### config.mk
export PLATFORM = sky130hd
export DESIGN_NAME = cspr_rx
export DESIGN_NICKNAME = d
export VERILOG_FILES = /design/src/design/cspr_pkg.sv /design/src/design/cspr_rx.sv /design/src/design/cspr_hist_mem.sv
export SDC_FILE = /design/constraint.sdc
export NUM_CORES = 1
export LEC_CHECK = 0
export BUFFER_PORTS_ARGS = -buffer_cell sky130_fd_sc_hd__buf_2
export CAP_MARGIN = 20
export CORE_MARGIN = 1
export CORE_UTILIZATION = 58
export DETAILED_ROUTE_END_ITERATION = 10
export PLACE_DENSITY = 0.86
export SLEW_MARGIN = 15
export SYNTH_ARGS = -nofsm -noshare
export SYNTH_HDL_FRONTEND = slang
export SYNTH_SLANG_ARGS = --single-unit
export TNS_END_PERCENT = 50
### constraint.sdc
create_clock -name clock -period 2.36 [get_ports clock]
set_input_delay 0 -clock clock [delete_from_list [all_inputs] [get_ports clock]]
set_output_delay 0 -clock clock [all_outputs]
set_load 0.05 [all_outputs]
### src/design/cspr_pkg.sv
package cspr_pkg;

    // ------------------------------------------------------------
    // packet layout
    // ------------------------------------------------------------
    localparam int PKT_BITS = 8;
    localparam int BIT_VRETRACE = 7;
    localparam int BIT_CPU_ACT = 6;
    localparam int BIT_ADDR_DEC = 1;
    localparam int BIT_VID_DEC = 0;

    // ------------------------------------------------------------
    // marker lengths, reset values and history depth
    // ------------------------------------------------------------
    localparam int START_CYCLES = 2;
    localparam int END_CYCLES = 1;
    localparam logic [7:0] PKT_RESET = 8'h00;
    localparam int HIST_DEPTH = 4;

    // ------------------------------------------------------------
    // receiver states
    // ------------------------------------------------------------
    typedef enum logic [2:0] {
        CSPR_IDLE = 3'b000,
        CSPR_START = 3'b001,
        CSPR_DATA = 3'b010,
        CSPR_END = 3'b011,
        CSPR_WAITLOW = 3'b100
    } cspr_state_t;

    // decoded packet carried as one struct
    typedef struct packed {
        logic vretrace;
        logic cpu_activity;
        logic [3:0] reserved;
        logic addr_decode;
        logic video_decode;
    } cspr_pkt_t;

    // receive status carried as one struct
    typedef struct packed {
        logic pkt_valid;
        logic frame_error;
    } cspr_stat_t;

endpackage

### src/design/cspr_rx.sv
module cspr_rx
    import cspr_pkg::*;
#(
    parameter int HDEPTH = HIST_DEPTH
) (
    // clock, reset, enable
    input wire logic clock,
    input wire logic rst,
    input wire logic ce,
    // serial link from the processor
    input wire logic cpu_status_serial_line,
    // configuration and software control
    input wire logic vretrace_irq_enable,
    input wire logic vretrace_clear,
    // interrupt and status
    output logic mgmt_interrupt_out_n,
    output logic vretrace_status,
    // decoded packet
    output cspr_pkt_t pkt_data,
    output cspr_stat_t pkt_stat,
    // packet history read port
    input wire logic [1:0] hist_addr,
    output logic [7:0] hist_data
);

    initial begin
        if (HDEPTH < 1 || HDEPTH > 4) begin
            $error("cspr_rx: history depth must be 1 to 4");
        end
    end

    // ------------------------------------------------------------
    // receive state machine
    // ------------------------------------------------------------
    cspr_state_t state_r, state_nxt;
    logic [2:0] cnt_r, cnt_nxt;
    logic [7:0] shift_r, shift_nxt;
    logic line_d_r, line_d_nxt;
    logic done_pulse, err_pulse;

    // the line is only ever sampled, there is no drive path
    // one sample per clock is one bit
    always_comb begin
        state_nxt = state_r;
        cnt_nxt = cnt_r;
        shift_nxt = shift_r;
        line_d_nxt = cpu_status_serial_line;
        done_pulse = 1'b0;
        err_pulse = 1'b0;
        unique case (state_r)
            CSPR_IDLE: begin
                // a rise out of the low interval opens a start
                if (cpu_status_serial_line && !line_d_r) begin
                    state_nxt = CSPR_START;
                end
            end
            CSPR_START: begin
                // second high clock completes the start marker
                if (cpu_status_serial_line) begin
                    state_nxt = CSPR_DATA;
                    cnt_nxt = 3'd0;
                end else begin
                    state_nxt = CSPR_IDLE;
                    err_pulse = 1'b1;
                end
            end
            CSPR_DATA: begin
                // msb arrives first, so shift left
                shift_nxt = {shift_r[6:0], cpu_status_serial_line};
                cnt_nxt = cnt_r + 3'd1;
                if (cnt_r == 3'd7) begin
                    state_nxt = CSPR_END;
                end
            end
            CSPR_END: begin
                // end marker must be high, else the frame is dropped
                if (cpu_status_serial_line) begin
                    done_pulse = 1'b1;
                    state_nxt = CSPR_WAITLOW;
                end else begin
                    err_pulse = 1'b1;
                    state_nxt = CSPR_IDLE;
                end
            end
            CSPR_WAITLOW: begin
                // wait for the return to low before the next start
                if (!cpu_status_serial_line) begin
                    state_nxt = CSPR_IDLE;
                end
            end
            default: begin
                state_nxt = CSPR_IDLE;
            end
        endcase
    end

    always_ff @(posedge clock or posedge rst) begin
        if (rst) begin
            state_r <= CSPR_IDLE;
            cnt_r <= 3'd0;
            shift_r <= PKT_RESET;
            line_d_r <= 1'b1;
        end else if (ce) begin
            state_r <= state_nxt;
            cnt_r <= cnt_nxt;
            shift_r <= shift_nxt;
            line_d_r <= line_d_nxt;
        end
    end

    // ------------------------------------------------------------
    // packet decode and interrupt
    // ------------------------------------------------------------
    cspr_pkt_t pkt_r, pkt_nxt;
    cspr_stat_t stat_r, stat_nxt;
    logic vr_stat_r, vr_stat_nxt;
    logic [1:0] wptr_r, wptr_nxt;

    // one retrace decode, shared by the set path and the a_clear_drops check
    function automatic logic vr_event(input logic [7:0] pkt,
                                      input logic en);
        return pkt[BIT_VRETRACE] && en;
    endfunction

    // every good frame is latched whole; reserved bits kept as sent
    // bits 7, 6, 1, 0 carry the processor events
    always_comb begin
        pkt_nxt = pkt_r;
        stat_nxt.pkt_valid = done_pulse;
        stat_nxt.frame_error = err_pulse;
        wptr_nxt = wptr_r;
        if (done_pulse) begin
            pkt_nxt = cspr_pkt_t'(shift_r);
            wptr_nxt = (wptr_r == 2'(HDEPTH - 1)) ? 2'd0 : wptr_r + 2'd1;
        end
        // set wins over a clear in the same cycle
        if (done_pulse && vr_event(shift_r, vretrace_irq_enable)) begin
            vr_stat_nxt = 1'b1;
        end else if (vretrace_clear) begin
            vr_stat_nxt = 1'b0;
        end else begin
            vr_stat_nxt = vr_stat_r;
        end
    end

    always_ff @(posedge clock or posedge rst) begin
        if (rst) begin
            pkt_r <= cspr_pkt_t'(PKT_RESET);
            stat_r <= '0;
            vr_stat_r <= 1'b0;
            wptr_r <= 2'd0;
        end else if (ce) begin
            pkt_r <= pkt_nxt;
            stat_r <= stat_nxt;
            vr_stat_r <= vr_stat_nxt;
            wptr_r <= wptr_nxt;
        end
    end

    // level interrupt follows the sticky cause until cleared
    assign mgmt_interrupt_out_n = ~vr_stat_r;
    assign vretrace_status = vr_stat_r;
    assign pkt_data = pkt_r;
    assign pkt_stat = stat_r;

    // ------------------------------------------------------------
    // history of recent packets, handy for software debug
    // ------------------------------------------------------------
    cspr_hist_mem #(
        .DEPTH(HDEPTH),
        .AW(2)
    ) u_hist (
        .clock(clock),
        .rst(rst),
        .ce(ce),
        .wr_en(done_pulse),
        .wr_addr(wptr_r),
        .wr_data(shift_r),
        .rd_addr(hist_addr),
        .rd_data(hist_data)
    );
endmodule

### src/design/cspr_hist_mem.sv
module cspr_hist_mem
    import cspr_pkg::*;
#(
    parameter int DEPTH = HIST_DEPTH,
    parameter int AW = 2
) (
    // clocking
    input wire logic clock,
    input wire logic rst,
    input wire logic ce,
    // write side
    input wire logic wr_en,
    input wire logic [AW-1:0] wr_addr,
    input wire logic [7:0] wr_data,
    // read side
    input wire logic [AW-1:0] rd_addr,
    output logic [7:0] rd_data
);

    initial begin
        if (DEPTH > (1 << AW) || DEPTH < 1) begin
            $error("cspr_hist_mem: depth does not fit address width");
        end
    end

    logic [7:0] mem_r [DEPTH];
    logic [7:0] rd_data_nxt;

    // read data comes out of a register
    always_comb begin
        rd_data_nxt = mem_r[rd_addr];
    end

    // storage needs no reset, only the read port does
    always_ff @(posedge clock) begin
        if (ce && wr_en) begin
            mem_r[wr_addr] <= wr_data;
        end
    end

    always_ff @(posedge clock or posedge rst) begin
        if (rst) begin
            rd_data <= PKT_RESET;
        end else if (ce) begin
            rd_data <= rd_data_nxt;
        end
    end

endmodule

Word level (Yosys, flattened, before mapping)
Memory sizes are Yosys's and may differ from the RTL's. A register that Yosys moved wholly into a read port is not among the register bits. Cells that the tools add are included.

Register bits after elaboration: 28. Bits in writable memories: 32. Output and inout bits: 20. Memories kept: 1.

Memory list: u_hist.mem_r (words 4, width 8, read ports 1, clocked after memory_dff 1, wr ports 1, line cspr_hist_mem.sv:26) `logic [7:0] mem_r [DEPTH];`.

Add/subtract/negate cells: 2. Equal/unequal tests: 10. Multiplexer cells: 17. Bitwise operators: 1. Reductions and logical operators: 14.

Operators by type and width (count): two-way mux 3 bit (5); one-hot mux 3 bit (5 select lines) (1); two-way mux 1 bit (8); inequality test 2 bit (second input constant) (4); equality test 3 x 2 -> 1 bit (second input constant) (2); equality test 3 bit (second input constant) (2); one-hot mux 3 bit (2 select lines) (1); AND reduction 2 bit (3); logical AND 1 bit (4); two-way mux 2 bit (2); AND reduction 4 bit (1); nonzero test 2 bit (2); adder 3 x 1 -> 3 bit (second input constant) (1); equality test 3 x 1 -> 1 bit (second input constant) (1); zero test 3 bit (1); AND reduction 3 bit (1); adder 2 x 1 -> 2 bit (second input constant) (1); equality test 2 bit (second input constant) (1); OR reduction 2 bit (1); zero test 1 bit (1); inverter 1 bit (1).

Longest topological paths before layout
Gate-level depths: netlist of run 1.

Depth after elaboration: 5. Mapped depth: 6. Depth with buffers taken out: 4.

By module
A second synthesis of run 1 with hierarchy kept.

Cells, all modules: 173. Area total of the unflattened synthesis: 2752.6 sq um.

By module, submodules not included: cspr_hist_mem (times used 1, cells an instance 84, area each 1527.7 sq um, seq. area each 1161.1 sq um); cspr_rx (times used 1, cells an instance 89, area each 1224.9 sq um, seq. area each 701.9 sq um).

Least setup slack after synthesis of run 1
Ideal clock, no wire load.

Path kind: flip-flop to flip-flop. Start point: reg state_r[2]. End point: mem u_hist.mem_r[3][0], enable pin. Setup time: 0.332 ns. Data arrival time: 1.392 ns. Required time: 2.028 ns. Slack: 0.636 ns. Cell stages (with the launch flop): 6. Buffers on the path: 2. Path through: dfrtp_1 -> and3b_1 -> and3_4 -> buf_6 -> buf_8 -> and2_1.

Longest elaborated chain between the ends: 5.

RTL lines: from (decl) (line cspr_rx.sv:35) `cspr_state_t state_r, state_nxt;`; from (signal assigned) (line cspr_rx.sv:104) `state_r <= state_nxt;`; equality test 3 x 2 -> 1 bit (line cspr_rx.sv:50) `unique case (state_r)`; two-way mux 1 bit (line cspr_rx.sv:50); logical AND 1 bit (line cspr_hist_mem.sv:36) `if (ce && wr_en) begin`; two-way mux 1 bit (line cspr_hist_mem.sv:36); two-way mux 1 bit (implied by the code) (line cspr_hist_mem.sv:37) `mem_r[wr_addr] <= wr_data;`; to (decl) (line cspr_hist_mem.sv:26).

No other way between the ends.

Worst setup path after layout of run 1
Start point: reg state_r[1]. End point: reg vr_stat_r, in the netlist vretrace_status.

Longest elaborated chain between the ends: 5.

RTL lines: equality test 3 x 2 -> 1 bit (*) (line cspr_rx.sv:50); two-way mux 1 bit (*) (line cspr_rx.sv:50); logical AND 1 bit (*) (line cspr_rx.sv:137) `if (done_pulse && vr_event(shift_r, vretrace_irq_enable)) begin`; nonzero test 2 bit (no line); AND reduction 2 bit (no line); to (signal assigned) (line cspr_rx.sv:155) `vr_stat_r <= vr_stat_nxt;`; to (decl) (line cspr_rx.sv:116) `logic vr_stat_r, vr_stat_nxt;`.

Every way passes the cells marked *; elsewhere a longest branch is shown, timed or not. A chain may end at the register's enable or synchronous reset.

==> results of run 1 <==
layout make-up:
type,count,share of cell area (%)
sequential,68,58.74
multi-input combinational,110,25.92
timing repair buffer,32,5.759
clock buffer,12,4.576
clock inverter,4,2.249
tap,52,2.051
inverter,6,0.7101
cells by family after synthesis:
kind of cell,share of synthesized area [%]
flip-flops,67.38
AND/OR/NAND/NOR,9.683
multiplexers,11.04
AO/OA/AOI/OAI,6.290
buffers and inverters,2.896
adder cells (fa/ha/maj),2.715
metrics by stage:
step / power [uW] / instance area, um^2 / utilization (%)
2_1_floorplan: 2419 / 2765 / -
3_3_place_gp: 2632 / 2915 / 65.16
3_5_place_dp: 2670 / 2915 / 65.16
4_1_cts: 3709 / 3172 / 70.89
5_1_grt: 3876 / 3172 / 70.89
6_report: 3687 / 3172 / 70.89
layer usage:
metal / track usage (%) / vias up
met4: 13.78 / 0
li1: - / 765
met5: 0 / -
met3: 7.977 / 14
met2: 31.73 / 58
met1: 30.01 / 824
synth_stat cells (4+ instances only):
master	count
dfrtp_1	35
edfxtp_1	32
nand2_1	28
mux2_2	16
nor2_1	13
a221o_1	8
mux2i_1	8
ha_1	6
inv_1	6
a21oi_1	5
and2_1	4
buf_2	4
placed cells by master, fill, tap and decap left out, types with 2 or more instances in the layout:
cell type,instances
dfrtp_1,35
o22ai_1,3
nor2_1,13
mux2_2,16
nand2_1,28
a221o_1,8
a21o_1,2
ha_1,6
buf_2,27
bufinv_16,2
a21oi_1,5
mux2_4,3
mux2i_1,8
inv_1,6
dlygate4sd3_1,4
nand4bb_1,2
edfxtp_1,32
clkbuf_1,2
and2_1,4
clkbuf_8,10
flip-flops by register name, indices dropped and copies added, names as in the netlist:
name             count
u_hist.mem_r        32
line_d_r             1
cnt_r                3
vretrace_status      1
pkt_stat             2
u_hist.rd_data       8
pkt_data             8
state_r              3
wptr_r               2
shift_r              8
repair_timing:
action,in CTS,in global routing
buffers inserted,0,0
hold buffers,4,0
endpoints found under the hold margin,18,0
resized for setup,0,0
worst max-delay path by stage:
stage,from,end,slack (ps),depth (start not counted)
4_1_cts,state_r[2],vretrace_status,420,4
3_3_place_gp,state_r[2],u_hist.mem_r[2][0],590,3
3_5_place_dp,state_r[2],u_hist.mem_r[2][1],520,3
2_1_floorplan,state_r[2],u_hist.mem_r[3][0],640,5
5_1_grt,state_r[2],vretrace_status,300,4
6_report,state_r[1],vretrace_status,360,4
where the power goes:
part           switching (uW)  leakage, uW  internal (uW)
combinational             564     0.000548            311
clock                     405     0.000111            623
sequential                259     0.000751           1530
total                    1230      0.00141           2460
==> results.cfg, run 1 <==
[outcome]
status = completed

[floorplan]
core_um2 = 4474
die_w_um = 71.05
die_height_um = 71.05
num_io_pins = 28
dieArea_um2 = 5047
start_util_pct = 61.80
rows = 24

[grt]
antenna_found_initial = 0
first_global_vias = 1618
grtUsageTotal_pct = 22.47
grt_max_degree = 21
grt_pass1_wl_mm = 8.010
grt_overflow = 0

[yosys]
syn_inst = 193
ys_seq_area_share_pct = 67.38
async_flop_share_pct = 52.94
synth.net_count = 207
syn_area_um2 = 2765
syn_area_per_cell_um2 = 14.33
synth_warnings = 0
synth_edf_count = 32
synth-seq-cells = 68
synthTopCellsByArea = edfxtp_1 (35%), dfrtp_1 (32%), mux2_2 (6.5%)
synth_flop_cell = dfrtp_1
synth_top_cell_area_share_pct = 34.75
yosysUniqueCellTypes = 32
synth_top_cell_by_area = edfxtp_1

[power]
peakVddDrop_v = 0.0008978
power_density_nw_per_um2 = 1163
p_leak_uw = 0.001410

[detailed_routing]
highest_layer = met4
wl_per_cell_um = 17.25
drtPass1Iterations = 6
via_per_inst = 5.849
vias = 1661
dr_wl_met3_um = 233
wirelength_met1_mm = 2.304
wirelength_mm = 4.898
detail-route-antenna-nets = 0
drc_errors = 0
dr_wl_met2_mm = 2.171
drt_iter0_drc = 99

[setup_path]
crit_path_max_incr_delay_ps = 560
required_ps = 2630
cp-end-kind = flip-flop
path_cells = and3b_1 > and3_4 > a32o_1 > dlygate4sd3_1
reg2regPathDepth = 4
path_class = flip-flop to flip-flop
cp.buffers_inverters = 1
cpMaxStageDelayCell = dlygate4sd3_1
rr_endpoint = vretrace_status
cp_max_fo = 17
r2r_setup_slack_ps = 360
critPathLaunchType = flip-flop
critical-path-top-delay-family = simple AND/OR/NAND/NOR gates
reg2reg_from = state_r[1]
crit_arrival_ps = 2270

[timing]
worst_slew_pin_slew_ps = 676.5
tns_ps = 0
slew_viol_final = 0
hold_viol = 0
max_freq_mhz = 499.4
timing.final.crit_share_pct = 84.85
grt_setup_unrepaired = no
fin_hold_ws_ps = 32.19
setup_viol = 0
slew_headroom_pct = 54.85
fin_ws_ps = 357.5
period_minus_slack_ps = 2003
clock_skew_ps = 6.276

[cells_and_area]
fin_nets = 241
layout.filler_cells = 307
drive_gt1_share_pct = 27.59
ff_latch_area_um2 = 1863
fin_cells = 284
diodes = 0
multi_input_area_um2 = 822.0
syn_to_final_growth_pct = 14.71

[clock_tree]
cts_tree = done
cts_max_path_buffers = 2
clkTransAtPathRegs_ps = 70
cts_root_buffer = clkbuf_8
cts.sinks = 68
clock_latency_ps = 340
cts_made_buffers = 9
htree_levels = 3

[place]
placed_cells = 264
post-place-ws_ps = 519.5
gp_congestion = 0.7464
io_buffers = 27
hpwl_mm = 3.221

[hold_path]
min-delay-start = ce
min_to = state_r[0]
hold_depth = 2
hp-class = input port to flip-flop

[run]
maxCapViolations = 0
Power figures use the tool's default switching activity.
==> run 2: changes to the inputs <==
==> constraint.sdc (replaced) <==
create_clock -name clock -period 2.1 [get_ports clock]
set_input_delay 0 -clock clock [delete_from_list [all_inputs] [get_ports clock]]
set_output_delay 0 -clock clock [all_outputs]
set_load 0.05 [all_outputs]
==> run 2 against run 1 <==
Effect of this change:
- the run now ends with DRC left
- utilization hardly changed
- non-clock buffer count stayed put
- via count fell by 0.90%
- clock power is 12% higher
- flip-flop and latch count did not move
- highest routed layer unchanged
==> results.cfg, run 2 (synthesis gave the netlist of run 1 again) <==
[outcome]
status = finished, violations left
violations = DRC

[grt]
grt_pass1_wl_mm = 8.086
grt_max_degree = 37
grtUsageTotal_pct = 22.94
first_global_vias = 1683
antenna_found_initial = 0
grt_overflow = 0

[power]
seqPwrFrac_pct = 48.3
p_sw_share_pct = 33.94
p_sw_uw = 1406
p_leak_uw = 0.001406
peakVddDrop_v = 0.001028
power_density_nw_per_um2 = 1306
power.internal_uw = 2736
p_comb_share_pct = 23.8
pwr-share-clk_pct = 27.8
p_total_uw = 4141

[cells_and_area]
multi_input_area_um2 = 822.0
finish.utilization_pct = 70.86
regMostFlops = u_hist.mem_r
largest_reg_flops = 32
mostFrequentLayoutCells = dfrtp_1 (35), edfxtp_1 (32), nand2_1 (28), buf_2 (27), mux2_2 (16)
layout.filler_cells = 293
layout_commonest_cell = dfrtp_1
fin_nets = 241
ff_latch_area_um2 = 1863
diodes = 0
syn_to_final_growth_pct = 14.66
drive_gt1_share_pct = 28.02

[clock_tree]
cts_made_buffers = 9
cts.sinks = 68
cts_max_path_buffers = 2
htree_levels = 3
ctsResizeCount = 0
clock_latency_ps = 340
cts_root_buffer = clkbuf_8
clkTransAtPathRegs_ps = 70
cts_tree = done
postCtsSetupBuffers = 0

[timing]
max_freq_mhz = 509.2
tns_ps = 0
fin_hold_ws_ps = 26.74
period_minus_slack_ps = 1964
clock_skew_ps = 7.069
hold_viol = 0
fin_ws_ps = 136.2
timing.final.crit_share_pct = 93.52
slew_viol_final = 0
slew_headroom_pct = 65.45
grt_setup_unrepaired = no
setup_viol = 0
worst_slew_pin_slew_ps = 516.4

[detailed_routing]
vias = 1646
via_per_inst = 5.796
wl_per_cell_um = 17.27
wirelength_mm = 4.904
drtPass1Iterations = 7
detail-route-antenna-nets = 0
drt_iter0_drc = 98
drc_errors = 5

[floorplan]
dieArea_um2 = 5047
num_io_pins = 28
core_um2 = 4474
die_w_um = 71.05
start_util_pct = 61.80
rows = 24
die_height_um = 71.05

[setup_path]
path_class = flip-flop to flip-flop
reg2regPathDepth = 4
cp_max_fo = 17
required_ps = 2330
crit_arrival_ps = 2200
cp-end-kind = flip-flop
critPathLaunchType = flip-flop

[run]
maxCapViolations = 0

[place]
gp_congestion = 0.7676
hpwl_mm = 3.202
io_buffers = 27
post-place-ws_ps = 243.8

[hold_path]
hold_depth = 2
hp-class = input port to flip-flop
run 2: cell count changes in the layout (fill, tap and decap cells not counted):
| cell | previous run | this run |
|---|---|---|
| clkinv_4 | 0 | 1 |
| clkbuf_8 | 10 | 9 |
| clkinvlp_4 | 0 | 1 |
| clkbuf_1 | 2 | 1 |
run 2: metrics by stage:
step	area (um^2)	cells
2_1_floorplan	2765	193
3_3_place_gp	2915	264
3_5_place_dp	2915	264
4_1_cts	3171	284
5_1_grt	3171	284
6_report	3171	284
run 2: worst paths after layout:
path / end / start / slack, ps
worst max-delay path: vretrace_status / state_r[2] / 140
max in group asynchronous: line_d_r / rst / 1470
min in group asynchronous: cnt_r[0] / rst / 290
worst min-delay path: state_r[0] / ce / 30
worst max register to register: vretrace_status / state_r[2] / 140
worst min register to register: pkt_stat[1] / pkt_stat[1] / 500
run 2: area by class of cell:
type                       instances  share of cell area, %
clock buffer                      10                  4.025
clock inverter                     6                  2.762
inverter                           6                 0.7103
multi-input combinational        110                  25.93
sequential                        68                  58.76
tap                               52                  2.052
timing repair buffer              32                  5.762
run 2: power by group through the flow:
| stage | combinational, uW | sequential, uW | clock [uW] |
|---|---|---|---|
| after floorplan | 516 | 2200 | 0 |
| after global placement | 948 | 2010 | 0 |
| after detailed placement | 970 | 2020 | 0 |
| after CTS | 996 | 2000 | 1180 |
| after global routing | 1070 | 2040 | 1240 |
| final | 987 | 2000 | 1150 |
run 2: metal layers:
| layer | up-vias | track usage, % | share of wire, % |
|---|---|---|---|
| met2 | 67 | 33.33 | 47 |
| met3 | 19 | 7.835 | 4.9 |
| met5 | - | 0 | 0 |
| met1 | 793 | 28.75 | 45 |
| li1 | 767 | - | - |
| met4 | 0 | 16.89 | 4.0 |
run 2: critical path, stage by stage (launching register included):
cell and delay, ps:
dfrtp_1 490, and3b_1 260, and3_4 280, a32o_1 270, dlygate4sd3_1 550
run 2: what timing repair did:
item | CTS | global route
endpoints found under the hold margin | 38 | 0
endpoints found under the setup margin | 0 | 0
hold buffers | 4 | 0
==> run 3: changes to the inputs <==
--- a/config.mk
+++ b/config.mk
@@ -8,9 +8,9 @@
 export BUFFER_PORTS_ARGS = -buffer_cell sky130_fd_sc_hd__buf_2
 export CAP_MARGIN = 20
 export CORE_MARGIN = 1
-export CORE_UTILIZATION = 58
+export CORE_UTILIZATION = 62
 export DETAILED_ROUTE_END_ITERATION = 10
-export PLACE_DENSITY = 0.86
+export PLACE_DENSITY = 0.9
 export SLEW_MARGIN = 15
 export SYNTH_ARGS = -nofsm -noshare
 export SYNTH_HDL_FRONTEND = slang
==> constraint.sdc (replaced) <==
create_clock -name clock -period 2.36 [get_ports clock]
set_input_delay 0 -clock clock [delete_from_list [all_inputs] [get_ports clock]]
set_output_delay 0 -clock clock [all_outputs]
set_load 0.05 [all_outputs]
==> run 3 against run 2 <==
Effect of this change:
- the run now ends clean
- clock-buffer cell count grew 1
- utilization grew 6.5 points
- wire length grew 8.8%
- fmax shrank 0.68%
- critical endpoint unchanged
- critical path depth is the same
- sequential power shrank 11%
- flip-flop and latch count is the same
- non-clock buffer count grew 1
- first-iteration DRC count grew 29%
- total power shrank 7.5%
- cell area grew 1.1%
==> results.cfg, run 3 (synthesis gave the netlist of run 1 again) <==
[clock_tree]
cts_made_buffers = 9
clkTransAtPathRegs_ps = 70
cts_max_path_buffers = 2
cts.sinks = 68
ctsResizeCount = 0
htree_levels = 3
cts_root_buffer = clkbuf_8
hold_buffers = 5
postCtsSetupBuffers = 0
clock_latency_ps = 330
cts_tree = done

[place]
io_buffers = 27
hpwl_mm = 3.305
gp_congestion = 0.8473
post-place-ws_ps = 516.1
placed_cell_area_um2 = 2913

[floorplan]
rows = 23
start_util_pct = 66.73
dieArea_um2 = 4731
die_w_um = 68.78
core_um2 = 4144
die_height_um = 68.78
num_io_pins = 28

[setup_path]
crit_arrival_ps = 2250
cp_max_fo = 17
critical-path-top-delay-family = simple AND/OR/NAND/NOR gates
cp-end-kind = flip-flop
cpMaxStageDelayCell = dlygate4sd3_1
cp.buffers_inverters = 1
critPathLaunchType = flip-flop
crit_path_max_incr_delay_ps = 540
required_ps = 2630
path_class = flip-flop to flip-flop
path_cells = and3b_1 > and3_4 > a32o_1 > dlygate4sd3_1

[outcome]
status = completed

[timing]
slew_headroom_pct = 49.79
clock_skew_ps = 7.051
timing.final.crit_share_pct = 83.78
max_freq_mhz = 505.8
worst_slew_pin_slew_ps = 752.3
setup_viol = 0
slew_viol_final = 0
period_minus_slack_ps = 1977
hold_viol = 0
tns_ps = 0
grt_setup_unrepaired = no
fin_ws_ps = 382.8

[detailed_routing]
drtPass1Iterations = 4
via_per_inst = 5.837
wirelength_mm = 5.338
drt_iter0_drc = 126
drc_errors = 0
detail-route-antenna-nets = 0
wl_per_cell_um = 18.86
vias = 1652

[grt]
grtUsageTotal_pct = 27.41
first_global_vias = 1683
antenna_found_initial = 0
grt_max_degree = 20
grt_pass1_wl_mm = 8.473
grt_overflow = 0

[cells_and_area]
fin_nets = 242
regMostFlops = u_hist.mem_r
diodes = 0
layout_commonest_cell = dfrtp_1
largest_reg_flops = 32
fin_area_um2 = 3204
mostFrequentLayoutCells = dfrtp_1 (35), edfxtp_1 (32), nand2_1 (28), buf_2 (27), mux2_2 (16)
syn_to_final_growth_pct = 15.88
drive_gt1_share_pct = 27.90

[power]
p_leak_uw = 0.001426
peakVddDrop_v = 0.0008223
power_density_nw_per_um2 = 1195

[run]
maxCapViolations = 0

[hold_path]
hp-class = input port to flip-flop
[run 3: per-stage QoR]
step / power (uW) / hold slack [ps] / utilization (%) / cells
floorplan: 2419 / 99.00 / - / 193
global placement: 2631 / 164.3 / 70.29 / 262
detailed placement: 2663 / 163.2 / 70.29 / 262
CTS: 3839 / 210.1 / 77.32 / 283
global route: 4015 / 238.3 / 77.32 / 283
finish: 3830 / 220.8 / 77.32 / 283
[run 3: report_power, final]
part | internal [uW] | total (uW) | switching [uW]
Combinational | 314 | 898 | 584
Sequential | 1520 | 1790 | 268
Clock | 728 | 1140 | 412
Total | 2570 | 3830 | 1260
[run 3: tightest hold or removal path, stage by stage]
cell and delay, ps:
buf_2 90, nand2_1 170, nor2_1 150, a221o_1 110
[run 3: per-layer routing]
metal	vias to the layer above	track usage [%]	share of wire, %
met5	-	0	0
met3	7	7.895	5.0
met1	815	34.34	44
met2	61	42.52	49
li1	769	-	-
met4	0	16.07	1.6
[run 3: layout make-up]
type	instances	area [um^2]
timing repair buffer	33	192.7
clock inverter	5	100.1
tap	50	62.56
clock buffer	11	141.4
sequential	68	1863
multi-input combinational	110	822.0
fill	243	939.7
inverter	6	22.52
[run 3: final timing paths]
kind	start	end	slack, ps	cells past startpoint
setup / recovery	state_r[2]	vretrace_status	380	4
hold / removal	hist_addr[0]	u_hist.rd_data[3]	220	4
setup reg to reg	state_r[2]	vretrace_status	380	4
hold reg to reg	pkt_stat[0]	pkt_stat[0]	480	2
max in group asynchronous	rst	shift_r[6]	1300	4
min in group asynchronous	rst	vretrace_status	340	3
